===== config.mk =====
export PLATFORM = sky130hd
export DESIGN_NAME = cpfi_top
export DESIGN_NICKNAME = d
export VERILOG_FILES = /design/src/logic/cpfi_pkg.sv /design/src/logic/cpfi_sync.sv /design/src/logic/cpfi_top.sv
export VERILOG_INCLUDE_DIRS = /design/src /design/src/logic
export SDC_FILE = /design/constraint.sdc
export NUM_CORES = 1
export LEC_CHECK = 0
export ABC_CLOCK_PERIOD_IN_PS = 4200
export BUFFER_PORTS_ARGS = -buffer_cell sky130_fd_sc_hd__buf_2
export CAP_MARGIN = 5
export CORE_UTILIZATION = 30
export DETAILED_ROUTE_END_ITERATION = 10
export PLACE_DENSITY_LB_ADDON = 0.12
export REMOVE_ABC_BUFFERS = 1
export SLEW_MARGIN = 0
export SYNTH_ARGS = -nofsm -noshare
export SYNTH_HDL_FRONTEND = slang
export SYNTH_SLANG_ARGS = --single-unit

===== constraint.sdc =====
create_clock -name clk_in -period 4.2 [get_ports clk_in]
set_clock_uncertainty 0.1 [all_clocks]
set_input_delay 0.84 -clock clk_in [delete_from_list [all_inputs] [get_ports clk_in]]
set_output_delay 0.84 -clock clk_in [all_outputs]
set_load 0.01 [all_outputs]

===== src/logic/cpfi_params.svh =====
// constants for the card presence and fault interrupt block
// assumes a 50 MHz core clock
`ifndef CPFI_PARAMS_SVH
`define CPFI_PARAMS_SVH
`define CPFI_CLK_MHZ          50
`define CPFI_DEBOUNCE_MS      8
`define CPFI_DEBOUNCE_CYCLES  (`CPFI_DEBOUNCE_MS * 1000 * `CPFI_CLK_MHZ)
`define CPFI_CLK_DELAY_US     12
`define CPFI_CLK_DELAY_CYCLES (`CPFI_CLK_DELAY_US * `CPFI_CLK_MHZ)
`define CPFI_STEP_CYCLES      1
`endif


===== src/logic/cpfi_pkg.sv =====
// types for the card presence and fault interrupt block
// assumes nothing of its surroundings
package cpfi_pkg;
	typedef enum logic [2:0] {
		CPFI_IDLE   = 3'h0,
		CPFI_ACTIVE = 3'h1,
		CPFI_RST_LO = 3'h3,
		CPFI_CLK_LO = 3'h2,
		CPFI_IO_LO  = 3'h6,
		CPFI_PWR_LO = 3'h7
	} cpfi_state_t;
endpackage : cpfi_pkg


===== src/logic/cpfi_sync.sv =====
// two-flop synchroniser for pin inputs
// assumes asynchronous inputs and a shared clock enable
`timescale 1ns/10ps
`default_nettype none
module cpfi_sync #(
	parameter int WIDTH = 1
) (
	// clock and reset
	input  wire logic             clk_in,
	input  wire logic             rst_in,
	input  wire logic             ce_in,
	// data
	input  wire logic [WIDTH-1:0] d_in,
	output logic      [WIDTH-1:0] q_out
);
	logic [WIDTH-1:0] meta_q;
	logic [WIDTH-1:0] meta_d;
	logic [WIDTH-1:0] sync_q;
	logic [WIDTH-1:0] sync_d;

	// next values
	always_comb begin
		meta_d = ce_in ? d_in : meta_q;
		sync_d = ce_in ? meta_q : sync_q;
	end

	// flops; first stage feeds only the second
	always_ff @(posedge clk_in or posedge rst_in) begin
		if (rst_in) begin
			meta_q <= '0;
			sync_q <= '0;
		end else begin
			meta_q <= meta_d;
			sync_q <= sync_d;
		end
	end

	assign q_out = sync_q;
endmodule : cpfi_sync
`default_nettype wire


===== src/logic/cpfi_top.sv =====
// card presence and fault interrupt with deactivation sequencer
// assumes pins from outside the clock domain; one 50 MHz clock
// Overview of operation
// - session opens on falling edge of session_request_n
// - outside session, interrupt low when no card, either switch polarity
// - outside session, interrupt high when card present and supply valid
// - supply lockout with card present drops interrupt at once
// - interrupt returns high only after supply recovers and card still present
// - during session any fault drops the interrupt
// - fault in session starts deactivation on its own
// - insertion runs 8 ms debounce; interrupt high only on expiry
// - removal starts deactivation and drops interrupt with no delay
// - deactivate: reset low, clock and io/aux low together 12 us later, supply off
// - faults: extraction, supply lockout, card supply overload, overheating
`timescale 1ns/10ps
`default_nettype none
`include "cpfi_params.svh"
module cpfi_top
	import cpfi_pkg::*;
#(
	parameter int DEBOUNCE_CYCLES  = `CPFI_DEBOUNCE_CYCLES,
	parameter int CLK_DELAY_CYCLES = `CPFI_CLK_DELAY_CYCLES
) (
	// clock, reset, enable
	input  wire logic clk_in,
	input  wire logic rst_in,
	input  wire logic ce_in,
	// host side
	input  wire logic session_request_n_in,
	output logic      int_n_out,
	// card presence and fault pins
	input  wire logic card_presence_input_in,
	input  wire logic presence_active_high_in,
	input  wire logic supply_low_lockout_in,
	input  wire logic card_supply_fault_in,
	input  wire logic overheat_in,
	// card side enables (high = line active)
	output logic      card_reset_line_en_out,
	output logic      card_clock_line_en_out,
	output logic      card_io_line_en_out,
	output logic      card_aux_line_one_en_out,
	output logic      card_aux_line_two_en_out,
	output logic      card_supply_output_en_out,
	output logic      deact_busy_out
);
	// refuse counts that the counters cannot serve
	if (DEBOUNCE_CYCLES < 1 || CLK_DELAY_CYCLES < 1) begin : g_bad_counts
		$error("cpfi_top: counts must be at least one");
	end

	localparam int CW = $clog2(DEBOUNCE_CYCLES + 1) > $clog2(CLK_DELAY_CYCLES + 1) ?
		$clog2(DEBOUNCE_CYCLES + 1) : $clog2(CLK_DELAY_CYCLES + 1);
	localparam logic [CW-1:0] DEB_LAST = CW'(DEBOUNCE_CYCLES - 1);
	localparam logic [CW-1:0] CLK_LAST = CW'(CLK_DELAY_CYCLES - 1);

	////////////////////////////////////////////////////////////////////////////
	// pin synchronisers
	logic [5:0] pins_s;
	cpfi_sync #(.WIDTH(6)) u_sync (
		.clk_in (clk_in),
		.rst_in (rst_in),
		.ce_in  (ce_in),
		.d_in   ({~session_request_n_in, card_presence_input_in, presence_active_high_in,
		          supply_low_lockout_in, card_supply_fault_in, overheat_in}),
		.q_out  (pins_s)
	);
	logic req_s, card_presence_input_raw_s, pol_s, supply_low_lockout_s, csf_s, ot_s;
	assign {req_s, card_presence_input_raw_s, pol_s, supply_low_lockout_s, csf_s, ot_s} = pins_s;

	// request travels inverted so the synchroniser reset reads as idle, no false edge
	logic req_n_s;
	assign req_n_s = ~req_s;

	// presence in either switch polarity
	logic card_presence_input_s;
	assign card_presence_input_s = pol_s ? card_presence_input_raw_s : ~card_presence_input_raw_s;

	////////////////////////////////////////////////////////////////////////////
	// request edge, debounce and presence state
	logic          req_prev_q, req_prev_d;
	logic          card_presence_input_ok_q, card_presence_input_ok_d;
	logic [CW-1:0] deb_cnt_q, deb_cnt_d;
	logic          open_cmd;
	logic          fault;

	assign open_cmd = req_prev_q & ~req_n_s;
	assign fault    = ~card_presence_input_s | supply_low_lockout_s | csf_s | ot_s;

	// debounce next values
	always_comb begin
		req_prev_d = req_prev_q;
		card_presence_input_ok_d  = card_presence_input_ok_q;
		deb_cnt_d  = deb_cnt_q;
		if (ce_in) begin
			req_prev_d = req_n_s;
			if (!card_presence_input_s) begin
				card_presence_input_ok_d = 1'b0;
				deb_cnt_d = '0;
			end else if (!card_presence_input_ok_q) begin
				if (deb_cnt_q == DEB_LAST) begin
					card_presence_input_ok_d = 1'b1;
					deb_cnt_d = '0;
				end else begin
					deb_cnt_d = deb_cnt_q + CW'(1);
				end
			end
		end
	end

	// debounce flops
	always_ff @(posedge clk_in or posedge rst_in) begin
		if (rst_in) begin
			req_prev_q <= 1'b1;
			card_presence_input_ok_q  <= 1'b0;
			deb_cnt_q  <= '0;
		end else begin
			req_prev_q <= req_prev_d;
			card_presence_input_ok_q  <= card_presence_input_ok_d;
			deb_cnt_q  <= deb_cnt_d;
		end
	end

	////////////////////////////////////////////////////////////////////////////
	// session and deactivation sequencer
	cpfi_state_t   st_q, st_d;
	logic [CW-1:0] seq_cnt_q, seq_cnt_d;
	logic          flt_q, flt_d;

	// sequencer next values
	always_comb begin
		st_d      = st_q;
		seq_cnt_d = seq_cnt_q;
		flt_d     = flt_q;
		if (ce_in) begin
			unique case (st_q)
				CPFI_IDLE: begin
					flt_d = 1'b0;
					if (open_cmd && card_presence_input_ok_q && !fault) begin
						st_d = CPFI_ACTIVE;
					end
				end
				CPFI_ACTIVE: begin
					if (fault) begin
						st_d  = CPFI_RST_LO;
						flt_d = 1'b1;
					end else if (req_n_s) begin
						st_d = CPFI_RST_LO;
					end
				end
				CPFI_RST_LO: begin
					seq_cnt_d = '0;
					st_d      = CPFI_CLK_LO;
				end
				CPFI_CLK_LO: begin
					if (seq_cnt_q == CLK_LAST) begin
						st_d = CPFI_IO_LO;
					end else begin
						seq_cnt_d = seq_cnt_q + CW'(1);
					end
				end
				CPFI_IO_LO: st_d = CPFI_PWR_LO;
				CPFI_PWR_LO: begin
					if (req_n_s) begin
						st_d = CPFI_IDLE;
					end
				end
				default: st_d = CPFI_IDLE;
			endcase
		end
	end

	// sequencer flops
	always_ff @(posedge clk_in or posedge rst_in) begin
		if (rst_in) begin
			st_q      <= CPFI_IDLE;
			seq_cnt_q <= '0;
			flt_q     <= 1'b0;
		end else begin
			st_q      <= st_d;
			seq_cnt_q <= seq_cnt_d;
			flt_q     <= flt_d;
		end
	end

	////////////////////////////////////////////////////////////////////////////
	// outputs
	logic int_n_q, int_n_d;
	logic act_q, act_d;
	logic rst_en_q, rst_en_d, clk_en_q, clk_en_d, io_en_q, io_en_d;

	// output next values
	always_comb begin
		int_n_d  = int_n_q;
		act_d    = act_q;
		rst_en_d = rst_en_q;
		clk_en_d = clk_en_q;
		io_en_d  = io_en_q;
		if (ce_in) begin
			// session fault latched until idle; else presence and supply
			int_n_d  = card_presence_input_ok_q & card_presence_input_s & ~supply_low_lockout_s & ~flt_d;
			act_d    = (st_d != CPFI_IDLE) && (st_d != CPFI_PWR_LO);
			rst_en_d = (st_d == CPFI_ACTIVE);
			clk_en_d = (st_d == CPFI_ACTIVE) || (st_d == CPFI_RST_LO) ||
			           (st_d == CPFI_CLK_LO);
			io_en_d  = clk_en_d;
		end
	end

	// output flops
	always_ff @(posedge clk_in or posedge rst_in) begin
		if (rst_in) begin
			int_n_q  <= 1'b0;
			act_q    <= 1'b0;
			rst_en_q <= 1'b0;
			clk_en_q <= 1'b0;
			io_en_q  <= 1'b0;
		end else begin
			int_n_q  <= int_n_d;
			act_q    <= act_d;
			rst_en_q <= rst_en_d;
			clk_en_q <= clk_en_d;
			io_en_q  <= io_en_d;
		end
	end

	assign int_n_out                 = int_n_q;
	assign card_reset_line_en_out    = rst_en_q;
	assign card_clock_line_en_out    = clk_en_q;
	assign card_io_line_en_out       = io_en_q;
	assign card_aux_line_one_en_out  = io_en_q;
	assign card_aux_line_two_en_out  = io_en_q;
	assign card_supply_output_en_out = act_q;
	assign deact_busy_out            = (st_q != CPFI_IDLE) && (st_q != CPFI_ACTIVE);
endmodule : cpfi_top
`default_nettype wire


==> out/qor.yml, run 1 <==
run_status:
  run_status: "finished clean"
cts:
  cts_resized: 0
  clk_root_buffer_cell: "sky130_fd_sc_hd__clkbuf_8"
  clock_sinks: 60
  cts_tree: "done"
  path_clk_slew_ps: 70
  clkLatencyLatePin_ps: 350
  numCtsBuffers: 9
  clock_path_buffers: 2
  cts.repair_timing.setup_buffer_count: 0
  cts_max_level: 3
  post_cts_hold_buffer_count: 0
synth:
  yosysMostFrequentCell: "sky130_fd_sc_hd__dfrtp_1"
  synth_largest_type_area_fraction_pct: 45.9
  post_synth.cell_area_avg_um2: 9.51
  yosysSeqAreaShare_pct: 46.7
  synth.ff_latch_count: 60
  edff_count_synth: 0
  ys_async_sr_fraction_pct: 100
  synth_top_flop_cell: "sky130_fd_sc_hd__dfrtp_1"
  most_used_standard_cells_in_the_synthesized_netlist: "sky130_fd_sc_hd__dfrtp_1 (59), sky130_fd_sc_hd__nor2_1 (28), sky130_fd_sc_hd__nand2_1 (20)"
  synth_cell_types: 50
  synthDominantAreaCellType: "sky130_fd_sc_hd__dfrtp_1"
  synth_warnings: 0
  synth.top_cells.by_area: "sky130_fd_sc_hd__dfrtp_1 (46%), sky130_fd_sc_hd__o41ai_1 (4.9%), sky130_fd_sc_hd__mux2_2 (3.9%), sky130_fd_sc_hd__nor2_1 (3.3%), sky130_fd_sc_hd__o21ai_0 (2.5%)"
  syn-cell-area_mm2: 0.00322
  post_synth_inst_count: 338
power:
  power_density_mw_per_mm2: 369
  power.total_w: 0.00132
  seqPwrFrac_pct: 47.5
  switching_fraction_pct: 24.7
  vdd_ir_max_mv: 0.186
  net_switching_component_of_the_power_w: 0.000326
  power_frac_clock_pct: 44.2
  leakage_nw: 1.43
  cell_internal_pwr_w: 0.000994
  p_comb_share_pct: 8.3
timing:
  timing.max_slew.rel_slack_pct: 48.5
  setup_viol_count_final: 0
  grt_setup_unrepaired: "false"
  worst_max_slew_pin_slew_ps: 772
  tns_ps: 0
  max_freq_mhz: 378
  finalCriticalPeriod_ps: 2640
  final_max_slew_viol_count: 0
  final_hold_violations: 0
  period_share_pct: 62.9
worst_setup_path:
  timing.setup.critical_path_class: "register to register"
  timing.critical_path.fanout_max: 20
  end_kind: "register"
  setup.worst_path.start_class: "register"
  timing.critical_path.required_ps: 4340
  worst-endpoint-arrival_ps: 2780
  r2r_cells: 5
floorplanning:
  die_h_um: 106
  chipWidth_um: 106
  core.rowCount: 37
  floorplan.initialDensity_pct: 31.0
  design.portCount: 17
  core-area_mm2: 0.0104
  floorplan_die_area_mm2: 0.0111
global_route:
  globalRouteTotalUtil_pct: 14.0
  grt_antenna_before_repair: 0
  globalRoute.totalOverflow: 0
  grt_pass1_wl_um: 12300
  first_global_vias: 2493
  grt_start_max_net_pins: 61
min_path:
  hold_path_class: "register to register"
  worstHoldPathCells: 1
flow_run:
  cap_violations: 0
finish:
  register_cell_area_after_layout_mm2: 0.00150
  layout-drive-gt1-share_pct: 15.0
  area_of_the_multi_input_gates_mm2: 0.00153
  syn2layout_area_growth_pct: 11.2
  antennaDiodeCount: 0
  nets: 353
  fillCellCount: 1104
routing:
  drt-total-wl_um: 7070
  route.detailed.vias_per_inst: 5.32
  remaining_drc_errors: 0
  wire_per_inst_um: 14.6
  drt_pass1_iterations: 5
  route.antenna.remaining_nets: 0
  initialDrtViolationCount: 145
  via_count: 2570
placed_design:
  routabilityCongestion: 0.727
  place_hpwl_um: 4580
  place.port_buffers: 16
==> layout make-up <==
| type | instances | area share (%) |
|---|---|---|
| multi-input cells | 237 | 42.7 |
| flip-flops and latches | 60 | 42.0 |
| well taps | 136 | 4.76 |
| clock buffers | 11 | 3.95 |
| repair buffers | 19 | 2.87 |
| inverters | 15 | 1.57 |
| clock inverters | 5 | 2.10 |
==> kinds of logic (layout without fill, tap and decap cells) <==
group / Yosys count / after routing / share of synthesized area (%)
simple gates: 126 / 126 / 21.3
buf+inv: 41 / 50 / 5.72
mux: 13 / 13 / 4.47
xor+xnor: 11 / 11 / 3.00
fa+ha+maj: 2 / 2 / 0.778
compound gates: 85 / 85 / 18.0
flops: 60 / 60 / 46.7
==> worst max-delay path: stages, from the launching register on <==
cell	delay (ps)
sky130_fd_sc_hd__dfrtp_1	420
sky130_fd_sc_hd__xnor2_1	220
sky130_fd_sc_hd__and3_1	220
sky130_fd_sc_hd__or2_1	480
sky130_fd_sc_hd__or4_4	750
sky130_fd_sc_hd__o41ai_1	350
==> final timing paths <==
kind,from,endpoint,slack [ps]
max,u_sync.q_out[3],seq_cnt_q[5],1560
min,u_sync.q_out[5],req_prev_q,370
max reg2reg,u_sync.q_out[3],seq_cnt_q[5],1560
min reg2reg,u_sync.q_out[5],req_prev_q,370
max in group asynchronous,rst_in,u_sync.q_out[5],2890
min in group asynchronous,rst_in,deb_cnt_q[10],620
==> layout by cell type (no fill, tap or decap), types with 2 or more instances in the layout <==
cell / netlist / layout
sky130_fd_sc_hd__nand4_1: 10 / 10
sky130_fd_sc_hd__clkbuf_8: 0 / 10
sky130_fd_sc_hd__inv_1: 15 / 14
sky130_fd_sc_hd__bufinv_16: 0 / 2
sky130_fd_sc_hd__a32oi_1: 2 / 2
sky130_fd_sc_hd__and2_1: 3 / 3
sky130_fd_sc_hd__nand4b_1: 4 / 4
sky130_fd_sc_hd__nor2_1: 28 / 28
sky130_fd_sc_hd__xor2_1: 7 / 7
sky130_fd_sc_hd__o211ai_1: 2 / 2
sky130_fd_sc_hd__nor2b_1: 2 / 2
sky130_fd_sc_hd__o21ai_0: 16 / 16
sky130_fd_sc_hd__clkinv_2: 0 / 3
sky130_fd_sc_hd__nor3_1: 6 / 6
sky130_fd_sc_hd__dfrtp_1: 59 / 59
sky130_fd_sc_hd__and4_1: 3 / 3
sky130_fd_sc_hd__o22ai_1: 6 / 6
sky130_fd_sc_hd__a211oi_1: 2 / 2
sky130_fd_sc_hd__buf_4: 3 / 3
sky130_fd_sc_hd__and3_1: 7 / 7
sky130_fd_sc_hd__nor4_1: 8 / 8
sky130_fd_sc_hd__or4_1: 3 / 3
sky130_fd_sc_hd__nand3_1: 15 / 15
sky130_fd_sc_hd__nand2_1: 20 / 20
sky130_fd_sc_hd__a31oi_1: 8 / 8
sky130_fd_sc_hd__nand2b_1: 5 / 5
sky130_fd_sc_hd__mux2_2: 11 / 11
sky130_fd_sc_hd__or3_1: 2 / 2
sky130_fd_sc_hd__o31ai_1: 10 / 10
sky130_fd_sc_hd__xnor2_1: 4 / 4
sky130_fd_sc_hd__buf_2: 3 / 16
sky130_fd_sc_hd__o41ai_1: 18 / 18
sky130_fd_sc_hd__ha_1: 2 / 2
sky130_fd_sc_hd__nor3b_1: 3 / 3
sky130_fd_sc_hd__a21oi_1: 15 / 15
sky130_fd_sc_hd__mux2i_1: 2 / 2
==> metrics by stage <==
step           worst slack, ps  cells  cell area [um2]  util [%]  hold WS [ps]
4_1_cts                   1540    483             3580      34.5           371
2_1_floorplan             1620    312             3090         -           310
3_5_place_dp              1240    467             3360      32.4           364
3_3_place_gp              1290    467             3360      32.4           352
6_report                  1560    483             3580      34.5           371
5_1_grt                   1410    483             3580      34.5           413
==> power by group through the flow <==
stage               Combinational, W  Clock (W)  Sequential [W]
floorplan                  0.0000785          0        0.000633
global placement            0.000111          0        0.000638
detailed placement          0.000113          0        0.000638
CTS                         0.000113   0.000604        0.000627
global route                0.000128   0.000621        0.000631
finish                      0.000109   0.000584        0.000627
==> sequential cells by signal (all words and copies together), names as in the netlist <==
| signal | flops |
|---|---|
| card_presence_input_ok_q | 1 |
| card_supply_output_en_out | 1 |
| int_n_out | 1 |
| req_prev_q | 1 |
| u_sync.q_out | 6 |
| u_sync.meta_q | 6 |
| st_q | 3 |
| seq_cnt_q | 19 |
| card_reset_line_en_out | 1 |
| deb_cnt_q | 19 |
| card_clock_line_en_out | 1 |
| flt_q | 1 |
==> routing by layer <==
metal  up-vias  wire [um]  global-route usage (%)  part of all wire [%]
met1      1249       3500                    19.1                    50
met3        12        230                    3.71                   3.3
met5         -          0                       0                     0
li1       1268          -                       -                     -
met4         0        121                    6.45                   1.7
met2        41       3210                    20.5                    45
Note: power is estimated with default switching activity, not from simulation.
==> inputs of run 2 (changes only) <==
- ABC_CLOCK_PERIOD_IN_PS: 4200 -> 2400
- clock period: 4.2 -> 2.4 ns (I/O delays scaled with it)
==> out/qor.yml, run 2 (synthesized netlist as in run 1, its figures left out) <==
global_route:
  grt_antenna_before_repair: 0  # unchanged
  first_global_vias: 2648  # +6.2%
  grt_pass1_wl_um: 12700  # +2.7%
  globalRouteTotalUtil_pct: 14.4  # +0.43 points
  globalRoute.totalOverflow: 0  # unchanged
  grt_start_max_net_pins: 30  # -51%
worst_setup_path:
  worst-endpoint-arrival_ps: 2360  # -420 ps
  crit_path_top_delay_cell: "sky130_fd_sc_hd__or4_4"
  slowest_delay_ps: 610  # -140 ps
  setup.worst_path.start_class: "register"
  crit_path_cell_count: 5  # unchanged
  worst_setup_path_startpoint: "st_q[2]"
  timing.critical_path.required_ps: 2540  # -1800 ps
  timing.setup.critical_path_class: "register to register"
  critPathCapture: "seq_cnt_q[5]"
  cp_cell_sequence: "and2_1, a32oi_1, a21bo_2, or4_4, o41ai_1"
  critical_path.n_buffers_inverters: 0  # unchanged
  worstReg2RegEnd: "seq_cnt_q[5]"
  cpLargestDelayFamily: "simple AND/OR/NAND/NOR gates"
  end_kind: "register"
  rrSetupSlack_ps: 180  # -1380 ps
  r2r_cells: 5  # unchanged
  timing.critical_path.fanout_max: 17  # -15%
  r2r_start: "st_q[2]"
finish:
  layout-drive-gt1-share_pct: 20.5  # +5.6 points
  antennaDiodeCount: 0  # unchanged
  syn2layout_area_growth_pct: 17.4
  register_cell_area_after_layout_mm2: 0.00150  # about the same
  nets: 376  # +6.5%
  layout_commonest_cell: "sky130_fd_sc_hd__dfrtp_1"
  top_regs: "deb_cnt_q (19), seq_cnt_q (19)"
  most-common-layout-cells: "sky130_fd_sc_hd__dfrtp_1 (58), sky130_fd_sc_hd__nor2_1 (28), sky130_fd_sc_hd__buf_4 (24)"
  fillCellCount: 1052  # -4.7%
  layout.core_utilization_pct: 36.4  # +1.9 points
  area_of_the_multi_input_gates_mm2: 0.00153  # unchanged
cts:
  clock_path_buffers: 2  # unchanged
  clkLatencyLatePin_ps: 350  # about the same
  clk_root_buffer_cell: "sky130_fd_sc_hd__clkbuf_8"
  numCtsBuffers: 9  # unchanged
  cts_max_level: 3  # unchanged
  post_cts_hold_buffer_count: 0  # unchanged
  path_clk_slew_ps: 70  # about the same
  clock_sinks: 60  # unchanged
  cts_tree: "done"
floorplanning:
  die_h_um: 106  # unchanged
  floorplan.initialDensity_pct: 31.0  # unchanged
  core-area_mm2: 0.0104  # unchanged
  core.rowCount: 37  # unchanged
  floorplan_die_area_mm2: 0.0111  # unchanged
  chipWidth_um: 106  # unchanged
  design.portCount: 17  # unchanged
timing:
  worst_max_slew_pin_slew_ps: 527  # -245 ps
  grt_setup_unrepaired: "false"
  finalCriticalPeriod_ps: 2220  # -422 ps
  final_max_slew_viol_count: 0  # unchanged
  period_share_pct: 92.6  # +30 points
  timing.max_slew.rel_slack_pct: 64.8  # +16 points
  setup_viol_count_final: 0  # unchanged
  max_freq_mhz: 450  # +19%
  final_hold_violations: 0  # unchanged
flow_run:
  cap_violations: 0  # unchanged
routing:
  wire_per_inst_um: 14.4  # -1.4%
  remaining_drc_errors: 0  # unchanged
  initialDrtViolationCount: 115  # -21%
  route.antenna.remaining_nets: 0  # unchanged
  drt_pass1_iterations: 4  # -1
  via_count: 2651  # +3.2%
  drt-total-wl_um: 7300  # +3.3%
  route.detailed.vias_per_inst: 5.24  # -1.5%
power:
  power_density_mw_per_mm2: 622  # +69%
  power.total_w: 0.00235  # +78%
  leakage_nw: 1.55  # +8.7%
  vdd_ir_max_mv: 0.358  # +93%
run_status:
  run_status: "finished clean"
placed_design:
  place.port_buffers: 16  # unchanged
  routabilityCongestion: 0.800  # +10%
  place_hpwl_um: 4990  # +9.0%
min_path:
  hold_path_class: "input pin to asynchronous set/reset pin"
[run 2: timing repair]
item | in CTS | in global routing
endpoints found under the setup margin | 0 | 2
setup buffers | 0 | 0
gates resized for setup | 0 | 1
[run 2: worst min-delay path by stage]
| stage | to | slack [ps] | cells after the start |
|---|---|---|---|
| CTS | deb_cnt_q[10] | 80 | 2 |
| finish | deb_cnt_q[10] | 60 | 2 |
| global route | deb_cnt_q[10] | 110 | 2 |
| floorplan | req_prev_q | 310 | 1 |
| detailed placement | req_prev_q | 350 | 1 |
| global placement | req_prev_q | 360 | 1 |
[run 2: metrics by stage]
| stage | setup TNS (ps) | area (um2) | instances | hold WS [ps] | setup slack, ps |
|---|---|---|---|---|---|
| 6_report | 0 | 3780 | 506 | 64.6 | 179 |
| 5_1_grt | 0 | 3780 | 506 | 113 | 54.6 |
| 4_1_cts | 0 | 3770 | 506 | 77.3 | 112 |
| 3_5_place_dp | 0 | 3560 | 490 | 355 | 74.1 |
| 3_3_place_gp | 0 | 3560 | 490 | 360 | 118 |
| 2_1_floorplan | -352 | 3090 | 312 | 310 | -102 |
[run 2: area by class of cell]
cell class / instances / share of cell area [%]
clock inverter: 5 / 1.99
tap: 136 / 4.51
inverter: 15 / 1.49
clock buffer: 11 / 3.74
multi-input combinational: 237 / 40.5
sequential: 60 / 39.8
timing repair buffer: 42 / 7.95
[run 2: metal layers]
layer	up-vias	track usage, %	wire length (um)
met5	-	0	0
met3	8	3.90	182
met4	0	5.36	102
met1	1298	18.1	3480
met2	32	23.6	3540
li1	1313	-	-
[run 2: power breakdown]
part | leakage, nW | internal, W | switching, W | total [W]
clock | 0.113 | 0.000608 | 0.000405 | 0.00101
sequential | 0.783 | 0.00106 | 0.0000353 | 0.00110
combinational | 0.658 | 0.000112 | 0.000129 | 0.000241
total | 1.55 | 0.00178 | 0.000569 | 0.00235
==> inputs of run 3 (changes only) <==
- BUFFER_PORTS_ARGS: -buffer_cell sky130_fd_sc_hd__buf_2 -> -buffer_cell sky130_fd_sc_hd__buf_4
- CELL_PAD_IN_SITES_DETAIL_PLACEMENT: unset -> 1
- CELL_PAD_IN_SITES_GLOBAL_PLACEMENT: unset -> 1
==> out/qor.yml, run 3 (synthesized netlist as in run 1, its figures left out) <==
finish:
  syn2layout_area_growth_pct: 19.1
  top_regs: "deb_cnt_q (19), seq_cnt_q (19)"
  layout-drive-gt1-share_pct: 20.7  # +0.16 points
  nets: 378  # +0.53%
  antennaDiodeCount: 0  # unchanged
  most-common-layout-cells: "sky130_fd_sc_hd__dfrtp_1 (59), sky130_fd_sc_hd__buf_4 (42), sky130_fd_sc_hd__nor2_1 (28)"
  layout_commonest_cell: "sky130_fd_sc_hd__dfrtp_1"
global_route:
  globalRouteTotalUtil_pct: 16.4  # +2.0 points
  grt_antenna_before_repair: 0  # unchanged
  grt_pass1_wl_um: 14300  # +13%
  globalRoute.totalOverflow: 0  # unchanged
  first_global_vias: 2827  # +6.8%
  grt_start_max_net_pins: 45  # +50%
worst_setup_path:
  worst-endpoint-arrival_ps: 2390  # +30 ps
  r2r_cells: 5  # unchanged
  end_kind: "register"
  timing.setup.critical_path_class: "register to register"
  timing.critical_path.fanout_max: 17  # unchanged
  critical_path.n_buffers_inverters: 0  # unchanged
  setup.worst_path.start_class: "register"
  cp_cell_sequence: "nand2b_1, a32oi_1, a21bo_2, or4_4, o41ai_1"
  crit_path_top_delay_cell: "sky130_fd_sc_hd__or4_4"
  worstReg2RegEnd: "seq_cnt_q[7]"
  rrSetupSlack_ps: 150  # -30 ps
  timing.critical_path.required_ps: 2540  # about the same
  slowest_delay_ps: 610  # about the same
  r2r_start: "u_sync.q_out[5]"
  cpLargestDelayFamily: "simple AND/OR/NAND/NOR gates"
power:
  switching_fraction_pct: 25.1  # +0.89 points
  p_comb_share_pct: 10.7  # +0.4 points
  seqPwrFrac_pct: 46.0  # -0.7 points
  vdd_ir_max_mv: 0.325  # -9.4%
  power_density_mw_per_mm2: 623  # about the same
  power.total_w: 0.00238  # +1.5%
  cell_internal_pwr_w: 0.00179  # +0.27%
  net_switching_component_of_the_power_w: 0.000599  # +5.2%
  power_frac_clock_pct: 43.3  # +0.2 points
  leakage_nw: 1.57  # +1.3%
timing:
  max_freq_mhz: 444  # -1.4%
  grt_setup_unrepaired: "false"
  setup_viol_count_final: 0  # unchanged
  timing.max_slew.rel_slack_pct: 69.5  # +4.7 points
  final_hold_violations: 0  # unchanged
  finalCriticalPeriod_ps: 2250  # +32.4 ps
  tns_ps: 0  # unchanged
  finalHoldWorstSlack_ps: 35.6  # -29.0 ps
  worst_max_slew_pin_slew_ps: 456  # -71.8 ps
  final_max_slew_viol_count: 0  # unchanged
  period_share_pct: 93.9  # +1.4 points
routing:
  initialDrtViolationCount: 79  # -31%
  remaining_drc_errors: 0  # unchanged
  route.antenna.remaining_nets: 0  # unchanged
  drt-total-wl_um: 8210  # +12%
  wire_per_inst_um: 16.2  # +12%
  route.detailed.vias_per_inst: 5.33  # +1.7%
  via_count: 2706  # +2.1%
  drt_pass1_iterations: 4  # unchanged
floorplanning:
  floorplan_die_area_mm2: 0.0111  # unchanged
  die_h_um: 106  # unchanged
  chipWidth_um: 106  # unchanged
  core.rowCount: 37  # unchanged
  design.portCount: 17  # unchanged
  floorplan.initialDensity_pct: 31.0  # unchanged
  core-area_mm2: 0.0104  # unchanged
flow_run:
  cap_violations: 0  # unchanged
cts:
  clock_path_buffers: 2  # unchanged
  numCtsBuffers: 9  # unchanged
  cts.repair_timing.setup_buffer_count: 0  # unchanged
  cts_max_level: 3  # unchanged
  cts_tree: "done"
  clkLatencyLatePin_ps: 340  # about the same
  clock_sinks: 60  # unchanged
  path_clk_slew_ps: 70  # about the same
  post_cts_hold_buffer_count: 0  # unchanged
  clk_root_buffer_cell: "sky130_fd_sc_hd__clkbuf_8"
  cts_resized: 0  # unchanged
run_status:
  run_status: "finished clean"
placed_design:
  routabilityCongestion: 0.759  # -5.1%
  place.port_buffers: 16  # unchanged
  place_hpwl_um: 5580  # +12%
min_path:
  hold_path_class: "input pin to asynchronous set/reset pin"
## run 3: cell count changes in the layout (fill, tap and decap cells not counted)
cell                      change
sky130_fd_sc_hd__buf_2       -16
sky130_fd_sc_hd__buf_4       +18
sky130_fd_sc_hd__dfrtp_1      +1
sky130_fd_sc_hd__dfrtp_2      -1
## run 3: metal layers
metal	global-route usage (%)	vias up	routed length, um
met5	0	-	0
met4	5.95	0	110
met3	3.96	6	228
met2	25.2	30	3740
met1	22.4	1351	4130
li1	-	1319	-
## run 3: power by group through the flow
stage / Combinational [W] / Sequential (W) / Clock, W
6_report: 0.000255 / 0.00110 / 0.00103
3_5_place_dp: 0.000261 / 0.00112 / 0
5_1_grt: 0.000288 / 0.00110 / 0.00111
4_1_cts: 0.000263 / 0.00110 / 0.00107
2_1_floorplan: 0.000137 / 0.00111 / 0
3_3_place_gp: 0.000255 / 0.00111 / 0
## run 3: layout make-up
type / instances / area (um2)
Clock buffer: 11 / 141
Sequential cell: 60 / 1500
Inverter: 15 / 56.3
Clock inverter: 5 / 75.1
Multi-Input combinational cell: 237 / 1530
Tap cell: 136 / 170
Fill cell: 1240 / 6540
Timing Repair Buffer: 44 / 355
## run 3: through the flow
step	setup WS, ps	std cells	util (%)	cell area (um2)
after floorplan	-102	312	-	3090
after global placement	69.8	492	34.8	3610
after detailed placement	40.5	492	34.8	3610
after CTS	132	508	36.9	3830
after global routing	10.3	508	36.9	3830
final	146	508	36.9	3830
## run 3: worst register-to-register path: stages, from the launching register on
cell	delay (ps)
sky130_fd_sc_hd__dfrtp_1	410
sky130_fd_sc_hd__nand2b_1	210
sky130_fd_sc_hd__a32oi_1	220
sky130_fd_sc_hd__a21bo_2	250
sky130_fd_sc_hd__or4_4	610
sky130_fd_sc_hd__o41ai_1	340
## run 3: how the worst max path moves through the flow
stage,depth (start not counted),end,slack (ps),start
after detailed placement,6,seq_cnt_q[7],40,ce_in
after CTS,5,seq_cnt_q[7],130,u_sync.q_out[5]
after global routing,6,deb_cnt_q[7],10,deb_cnt_q[0]
after floorplan,5,seq_cnt_q[5],-100,st_q[0]
final,5,seq_cnt_q[7],150,u_sync.q_out[5]
after global placement,6,seq_cnt_q[7],70,ce_in
